===== config.mk =====
export PLATFORM = sky130hd
export DESIGN_NAME = trp_regs
export DESIGN_NICKNAME = d
export VERILOG_FILES = /design/src/logic/trp_pkg.sv /design/src/logic/trp_regs.sv
export VERILOG_INCLUDE_DIRS = /design/src /design/src/logic
export SDC_FILE = /design/constraint.sdc
export NUM_CORES = 1
export LEC_CHECK = 0
export CAP_MARGIN = 30
export CORE_ASPECT_RATIO = 0.8
export CORE_MARGIN = 2
export CORE_UTILIZATION = 25
export CTS_BUF_LIST = sky130_fd_sc_hd__clkbuf_2 sky130_fd_sc_hd__clkbuf_4 sky130_fd_sc_hd__clkbuf_8
export DETAILED_ROUTE_END_ITERATION = 8
export DONT_BUFFER_PORTS = 1
export SKIP_CTS_REPAIR_TIMING = 1
export SYNTH_ARGS = -nofsm -noshare
export SYNTH_HDL_FRONTEND = slang
export SYNTH_SLANG_ARGS = --single-unit

===== constraint.sdc =====
create_clock -name clk_i -period 8.48 [get_ports clk_i]
set_input_delay 0.424 -clock clk_i [delete_from_list [all_inputs] [get_ports clk_i]]
set_output_delay 0.424 -clock clk_i [all_outputs]
set_load 0.02 [all_outputs]

===== src/logic/trp_map.svh =====
// Purpose: Constants of the threshold and parity register bank
// Assumes: Included by its bare name
// Notes:   Definitions only
`ifndef TRP_MAP_SVH
`define TRP_MAP_SVH

// ----------------------------------------
// Widths
// ----------------------------------------
`define TRP_THR_W        16
`define TRP_ACQ_W        6
`define TRP_MODE_W       11
`define TRP_CHAN_W       5

// ----------------------------------------
// Channel range
// ----------------------------------------
`define TRP_CHAN_FIRST   5'h09
`define TRP_CHAN_LAST    5'h11
`define TRP_NUM_CHAN     9

// ----------------------------------------
// Reset values
// ----------------------------------------
`define TRP_THR_RST      16'h0000
`define TRP_ACQ_RST      6'h00
`define TRP_MODE_RST     11'h300

// ----------------------------------------
// Mode and status fields
// ----------------------------------------
`define TRP_MODE_PAR_BIT 0
`define TRP_STATUS_BASE  16'h0018
`define TRP_STATUS_SIDE  0

`endif


===== src/logic/trp_pkg.sv =====
// Purpose: Types of the threshold and parity register bank
// Assumes: Constants come from trp_map.svh
// Notes:   Opcode codes are local to this block
`default_nettype none
`include "trp_map.svh"

package trp_pkg;

  typedef enum logic [2:0] {
    TRP_OP_THR_WR  = 3'h0,
    TRP_OP_THR_RD  = 3'h1,
    TRP_OP_ACQ_WR  = 3'h2,
    TRP_OP_ACQ_RD  = 3'h3,
    TRP_OP_RESET   = 3'h4,
    TRP_OP_STATUS  = 3'h5,
    TRP_OP_MODE_WR = 3'h6,
    TRP_OP_MODE_RD = 3'h7
  } trp_op_t;

  typedef struct packed {
    trp_op_t                 op;
    logic [`TRP_CHAN_W-1:0]  chan;
    logic [`TRP_THR_W-1:0]   arg;
  } trp_cmd_t;

  typedef struct packed {
    logic [`TRP_THR_W-1:0]   data;
    logic                    parity;
  } trp_ret_t;

endpackage : trp_pkg

`default_nettype wire


===== src/logic/trp_regs.sv =====
// Purpose: Command-driven threshold, acquisition-time and mode registers
// Assumes: Commands arrive decoded, one per valid cycle, synchronous to clk_i
// Notes:   Every read-type command answers one cycle later with a parity-tagged word
//
// Summary of operation
// - Each of channels 9 to 17 keeps a 16-bit threshold; read returns the last written value, other channels read 0.
// - Channels 9 to 17 each have their own threshold register.
// - A 6-bit acquisition-time register accepts and returns any value 0 to 63.
// - The reset command restores every commandable register to its initial value.
// - Every register bit is writable and reads back unchanged.
// - The status command returns 24 in nominal operation.
// - Mode value 769 selects even parity on returned data.
// - Mode value 768 selects odd parity, the nominal setting.
// - Status bit 0 shows the selected receive side, one meaning secondary.
`timescale 1ns/10ps
`default_nettype none
`include "trp_map.svh"

module trp_regs (
  // Clock and reset
  input  wire logic               clk_i,
  input  wire logic               sys_rst_i,
  // Command port
  input  wire logic               cmd_valid_i,
  input  var  trp_pkg::trp_cmd_t  cmd_i,
  // Receive side currently selected
  input  wire logic               rx_side_i,
  // Return data
  output logic                    rsp_valid_o,
  output trp_pkg::trp_ret_t       rsp_o,
  // Register contents to the front end
  output logic [`TRP_ACQ_W-1:0]   acq_time_o,
  output logic                    even_parity_o
);

  // ----------------------------------------
  // Command decode
  // ----------------------------------------
  logic                  chan_ok;
  logic [3:0]            chan_idx;
  logic                  do_reset;

  assign chan_ok  = (cmd_i.chan >= `TRP_CHAN_FIRST) && (cmd_i.chan <= `TRP_CHAN_LAST);
  assign chan_idx = 4'(cmd_i.chan - `TRP_CHAN_FIRST);
  assign do_reset = cmd_valid_i && (cmd_i.op == trp_pkg::TRP_OP_RESET);

  // ----------------------------------------
  // Threshold registers
  // ----------------------------------------
  logic [`TRP_THR_W-1:0] thr_q [`TRP_NUM_CHAN];

  genvar gi;
  generate
    for (gi = 0; gi < `TRP_NUM_CHAN; gi++)
    begin : g_thr
      logic [`TRP_THR_W-1:0] thr_d;
      always_comb
      begin
        thr_d = thr_q[gi];
        if (do_reset)
          thr_d = `TRP_THR_RST;
        else if (cmd_valid_i && cmd_i.op == trp_pkg::TRP_OP_THR_WR && chan_ok && chan_idx == 4'(gi))
          thr_d = cmd_i.arg;
      end
      always_ff @(posedge clk_i)
      begin
        if (sys_rst_i)
          thr_q[gi] <= `TRP_THR_RST;
        else
          thr_q[gi] <= thr_d;
      end
    end
  endgenerate

  // ----------------------------------------
  // Acquisition time and mode
  // ----------------------------------------
  logic [`TRP_ACQ_W-1:0]  acq_d,  acq_q;
  logic [`TRP_MODE_W-1:0] mode_d, mode_q;

  always_comb
  begin
    acq_d  = acq_q;
    mode_d = mode_q;
    if (do_reset)
    begin
      acq_d  = `TRP_ACQ_RST;
      mode_d = `TRP_MODE_RST;
    end
    else if (cmd_valid_i && cmd_i.op == trp_pkg::TRP_OP_ACQ_WR)
      acq_d = cmd_i.arg[`TRP_ACQ_W-1:0];
    else if (cmd_valid_i && cmd_i.op == trp_pkg::TRP_OP_MODE_WR)
      mode_d = cmd_i.arg[`TRP_MODE_W-1:0];
  end

  always_ff @(posedge clk_i)
  begin
    if (sys_rst_i)
    begin
      acq_q  <= `TRP_ACQ_RST;
      mode_q <= `TRP_MODE_RST;
    end
    else
    begin
      acq_q  <= acq_d;
      mode_q <= mode_d;
    end
  end

  // ----------------------------------------
  // Return word
  // ----------------------------------------
  logic                  rsp_valid_d, rsp_valid_q;
  trp_pkg::trp_ret_t     rsp_d,       rsp_q;
  logic [`TRP_THR_W-1:0] word;
  logic                  answer;
  logic                  even_sel;

  // Parity follows the mode in force when the answer is formed
  assign even_sel = mode_q[`TRP_MODE_PAR_BIT];

  always_comb
  begin
    word   = '0;
    answer = 1'b0;
    if (cmd_valid_i)
    begin
      case (cmd_i.op)
        trp_pkg::TRP_OP_THR_RD:
        begin
          answer = 1'b1;
          word   = chan_ok ? thr_q[chan_idx] : '0;
        end
        trp_pkg::TRP_OP_ACQ_RD:
        begin
          answer = 1'b1;
          word   = {{(`TRP_THR_W-`TRP_ACQ_W){1'b0}}, acq_q};
        end
        trp_pkg::TRP_OP_MODE_RD:
        begin
          answer = 1'b1;
          word   = {{(`TRP_THR_W-`TRP_MODE_W){1'b0}}, mode_q};
        end
        trp_pkg::TRP_OP_STATUS:
        begin
          answer = 1'b1;
          word   = `TRP_STATUS_BASE;
          word[`TRP_STATUS_SIDE] = rx_side_i;
        end
        default:
        begin
          answer = 1'b0;
          word   = '0;
        end
      endcase
    end
    rsp_valid_d = answer;
    rsp_d.data  = word;
    // Odd parity makes the total count of ones odd
    rsp_d.parity = even_sel ? (^word) : ~(^word);
  end

  always_ff @(posedge clk_i)
  begin
    if (sys_rst_i)
    begin
      rsp_valid_q <= 1'b0;
      rsp_q       <= '0;
    end
    else
    begin
      rsp_valid_q <= rsp_valid_d;
      rsp_q       <= rsp_d;
    end
  end

  assign rsp_valid_o   = rsp_valid_q;
  assign rsp_o         = rsp_q;
  assign acq_time_o    = acq_q;
  assign even_parity_o = mode_q[`TRP_MODE_PAR_BIT];

  // ----------------------------------------
  // Checks
  // ----------------------------------------
  thr_readback_a: assert property (@(posedge clk_i) disable iff (sys_rst_i)
    cmd_valid_i && cmd_i.op == trp_pkg::TRP_OP_THR_WR && cmd_i.chan == 5'h09 ##1
    cmd_valid_i && cmd_i.op == trp_pkg::TRP_OP_THR_RD && cmd_i.chan == 5'h09
    |=> rsp_valid_o && rsp_o.data == $past(cmd_i.arg, 2))
    else $error("threshold read differs from write");

  thr_chan_map_a: assert property (@(posedge clk_i) disable iff (sys_rst_i)
    cmd_valid_i && cmd_i.op == trp_pkg::TRP_OP_THR_WR && chan_ok
    |=> thr_q[$past(chan_idx)] == $past(cmd_i.arg))
    else $error("threshold write missed its channel");

  acq_readback_a: assert property (@(posedge clk_i) disable iff (sys_rst_i)
    cmd_valid_i && cmd_i.op == trp_pkg::TRP_OP_ACQ_WR
    |=> acq_time_o == $past(cmd_i.arg[`TRP_ACQ_W-1:0]))
    else $error("acquisition time not stored");

  reset_cmd_a: assert property (@(posedge clk_i) disable iff (sys_rst_i)
    do_reset |=> acq_time_o == `TRP_ACQ_RST && mode_q == `TRP_MODE_RST
      && thr_q[0] == `TRP_THR_RST && thr_q[8] == `TRP_THR_RST)
    else $error("reset command left a register set");

  status_value_a: assert property (@(posedge clk_i) disable iff (sys_rst_i)
    cmd_valid_i && cmd_i.op == trp_pkg::TRP_OP_STATUS && !rx_side_i
    |=> rsp_valid_o && rsp_o.data == 16'h0018)
    else $error("status is not 24");

  status_side_a: assert property (@(posedge clk_i) disable iff (sys_rst_i)
    cmd_valid_i && cmd_i.op == trp_pkg::TRP_OP_STATUS |=> rsp_o.data[0] == $past(rx_side_i))
    else $error("status side bit wrong");

  even_mode_a: assert property (@(posedge clk_i) disable iff (sys_rst_i)
    cmd_valid_i && cmd_i.op == trp_pkg::TRP_OP_MODE_WR && cmd_i.arg == 16'h0301
    |=> even_parity_o)
    else $error("769 did not select even parity");

  odd_mode_a: assert property (@(posedge clk_i) disable iff (sys_rst_i)
    cmd_valid_i && cmd_i.op == trp_pkg::TRP_OP_MODE_WR && cmd_i.arg == 16'h0300
    |=> !even_parity_o)
    else $error("768 did not select odd parity");

  parity_word_a: assert property (@(posedge clk_i) disable iff (sys_rst_i)
    rsp_valid_o |-> (^{rsp_o.data, rsp_o.parity}) == !$past(even_sel))
    else $error("return parity wrong");

  thr_isolate_a: assert property (@(posedge clk_i) disable iff (sys_rst_i)
    cmd_valid_i && cmd_i.op == trp_pkg::TRP_OP_THR_WR && cmd_i.chan == 5'h0A
    |=> $stable(thr_q[0]) && $stable(acq_time_o))
    else $error("threshold write disturbed another register");

  thr_rd_c:    cover property (@(posedge clk_i) cmd_valid_i && cmd_i.op == trp_pkg::TRP_OP_THR_RD ##1 rsp_valid_o);
  even_par_c:  cover property (@(posedge clk_i) even_parity_o && rsp_valid_o);
  reset_cmd_c: cover property (@(posedge clk_i) do_reset);
  side_b_c:    cover property (@(posedge clk_i) rsp_valid_o && rsp_o.data == 16'h0019);

endmodule : trp_regs

`default_nettype wire


==> key figures <==
Run status
  • Outcome: finished clean

Timing
  • Slew HR: 27.8%
  • Final min period: roughly 3.8 ns
  • Post-route setup slack: between 4 and 5 ns
  • Worst slew pin tran: around 1.1 ns
  • Slew Limit Fails: 0
  • Worst hold slack: roughly 0.075 ns
  • Layout Skew: 0.0179 ns
  • Final Cycle Share: around 45%
  • Final count of hold timing violations: 0
  • RSZ-0062 raised after global routing: false
  • Max Fclk: about 0.26 GHz
  • Setup TNS: 0 ns
  • Final setup violation count: 0

GRT
  • Total global-route track usage: 13.5%
  • Grt total ovfl: 0
  • First-pass GRT wire length: roughly 32000 µm
  • Largest net degree at the start of global routing: 35
  • Initial antenna violation count: 0
  • Vias in the first global route: about 4900

Synthesis
  • Mapped Area: between 8000 and 9000 µm²
  • Cells after Synth: around 640
  • Ranking of synthesized cells by area: edfxtp_1 (54%), dfxtp_1 (8.7%), nor2_1 (8.4%)
  • Top post-synthesis cells by count: nor2_1 (180), edfxtp_1 (144), nand2_1 (84)
  • Distinct cells, synth: 37
  • Area share of the leading cell type in the synthesized netlist: 53.9%
  • Syn Nets: 674
  • EDFF count, synth: between 100 and 150
  • Area leader, netlist: edfxtp_1
  • Number of synthesized register bits: ~180
  • Synth warn: 0
  • Most common cell in the netlist: nor2_1
  • Syn Area/Cell: around 13 µm²
  • Synth async-reset ratio: 0%
  • Top FF cell, synth: edfxtp_1
  • Register area share after synthesis: 62.6%

Floorplanning
  • Die Ht: about 160 µm
  • Die W: about 200 µm
  • Die area: ~34000 µm²
  • I/O Pins: 53
  • Rows: 58
  • Core ar.: about 31000 µm²
  • Initial core utilization: 25.5%

Critical path
  • Max Fanout on Critical Path: 34
  • Worst EP required: around 9 ns
  • CP Launch Type: primary input
  • Endpoint class of the critical path: flop
  • Worst setup path category: in2reg
  • CP arrival: 4.16 ns

Clock network
  • CTS tree: built
  • H-tree depth: 4
  • CTS clk-pin slew, worst paths: 0.10 ns
  • Clock tree buffer depth: 2
  • Num CTS Buffers: 17
  • Clk sink count: about 180
  • Clock root buffer: clkbuf_8
  • Worst-skew pair later-pin latency: around 0.47 ns

Route
  • WL final: between 20000 and 25000 µm
  • Routed Antenna Nets: 0
  • Vias per cell: about 4.8
  • Initial drt markers: between 600 and 700
  • Via count: roughly 5100
  • DR WL/cell: a little over 20 µm
  • Pre-antenna DRT Iters: 6
  • DRC viols: 0

Power and ir drop
  • Lkg Pwr: 3.15 nW
  • Maximum vdd drop: 102 µV
  • Pwr dens: 203 nW/µm²

Min path
  • Hold WC Path Type: in2reg

Run
  • Max-cap violations: 0

Finish
  • Final core utilization: 28.5%
  • Layout cells sized above 1: about an eighth
  • Fin nets: roughly 670
  • Synthesis-to-finish area growth: 12.1%
  • # diodes: 0

Place
  • Routability congestion estimate: ~0.80
  • PortBufs: 0
  • Post-DP HPWL: between 10000 and 15000 µm
  • Pre-CTS WS: ~4 ns
## worst paths after layout
path,from,to,slack [ns],cells past startpoint
setup / recovery,cmd_i[16],rsp_o[0]$_SDFF_PP0_,4.68,13
hold / removal,cmd_i[4],mode_q[4]$_SDFFE_PP0P_,0.08,2
setup reg to reg,thr_q[0][9]$_SDFFCE_PN0P_,rsp_o[0]$_SDFF_PP0_,5.57,10
hold reg to reg,mode_q[3]$_SDFFE_PP0P_,mode_q[3]$_SDFFE_PP0P_,0.46,2
## flip-flops by register name, indices dropped and copies added (netlist names)
register / count
acq_time_o: 6
rsp_o: 17
rsp_valid_o: 1
thr_q: 144
mode_q: 11
## power by group
group	internal [mW]	leakage, nW	switching (mW)
Combinational	0.0851	1.27	0.114
Sequential	0.998	1.68	0.0205
Clock	0.280	0.211	0.329
Total	1.36	3.15	0.464
## placed cells by master (no fill, tap or decap), types with 2 or more instances in the layout
| master | synthesis | routed |
|---|---|---|
| nor2_1 | 180 | 180 |
| edfxtp_1 | 144 | 144 |
| nand2_1 | 84 | 84 |
| dfxtp_1 | 35 | 35 |
| mux4_2 | 24 | 24 |
| clkbuf_8 | 0 | 17 |
| xnor2_1 | 16 | 16 |
| mux2i_1 | 15 | 15 |
| a21oi_1 | 14 | 14 |
| mux4_1 | 10 | 10 |
| a21o_1 | 9 | 9 |
| nor2b_1 | 8 | 8 |
| nand3_1 | 7 | 7 |
| nand2b_1 | 7 | 7 |
| a31oi_1 | 7 | 7 |
| inv_6 | 0 | 5 |
| a32oi_1 | 4 | 4 |
| a22oi_1 | 4 | 4 |
| xor2_1 | 5 | 4 |
| ha_1 | 5 | 4 |
| buf_8 | 0 | 4 |
| buf_4 | 0 | 4 |
| inv_1 | 3 | 3 |
| o21ai_0 | 4 | 3 |
| a211oi_1 | 3 | 3 |
| a22o_1 | 3 | 3 |
| xnor3_1 | 3 | 3 |
| inv_4 | 0 | 3 |
| clkbuf_4 | 0 | 3 |
| buf_16 | 0 | 3 |
| nor3b_1 | 3 | 2 |
| and3_1 | 2 | 2 |
| bufinv_16 | 0 | 2 |
## per-layer routing
metal	vias up	GRT usage (%)	wire, µm	share of wire [%]
met1	2601	18.0	9470	43
met2	219	21.4	10500	47
met3	26	3.55	1850	8.3
met5	-	0	0	0
met4	0	4.35	446	2.0
li1	2271	-	-	-
## per-stage QoR
step	area (µm²)	instances	power, mW
after floorplan	8020	641	1.17
after global placement	8450	1032	1.22
after detailed placement	8550	1037	1.23
after CTS	8950	1069	1.83
after global routing	8990	1071	1.89
final	8990	1071	1.83
## logic make-up after synthesis
family | count (synthesis) | share of synthesized area, %
buf+inv | 36 | 1.98
xor+xnor | 25 | 3.48
simple gates | 296 | 14.9
compound gates | 49 | 4.04
mux | 51 | 12.2
fa+ha+maj | 5 | 0.780
flops | 179 | 62.6
## final cells by class
cell class                      count  area, µm²
Fill cell                        3223      22500
Sequential cell                   179       5020
Multi-Input combinational cell    426       2860
Tap cell                          420        526
Clock buffer                       20        256
Timing Repair Buffer               11        173
Clock inverter                     12        143
Inverter                            3       11.3
## critical path, stage by stage
cell and delay [ns]:
inv_1 0.28, ha_1 0.36, xor2_4 0.53, buf_16 0.23, mux4_1 0.57, nand2_1 0.09, a31oi_1 0.08, a22oi_1 0.20
xnor3_1 0.45, xnor2_1 0.26, xnor3_1 0.26, nand2_1 0.10, mux2_4 0.30
No activity file was read; power rests on OpenSTA's default activity.
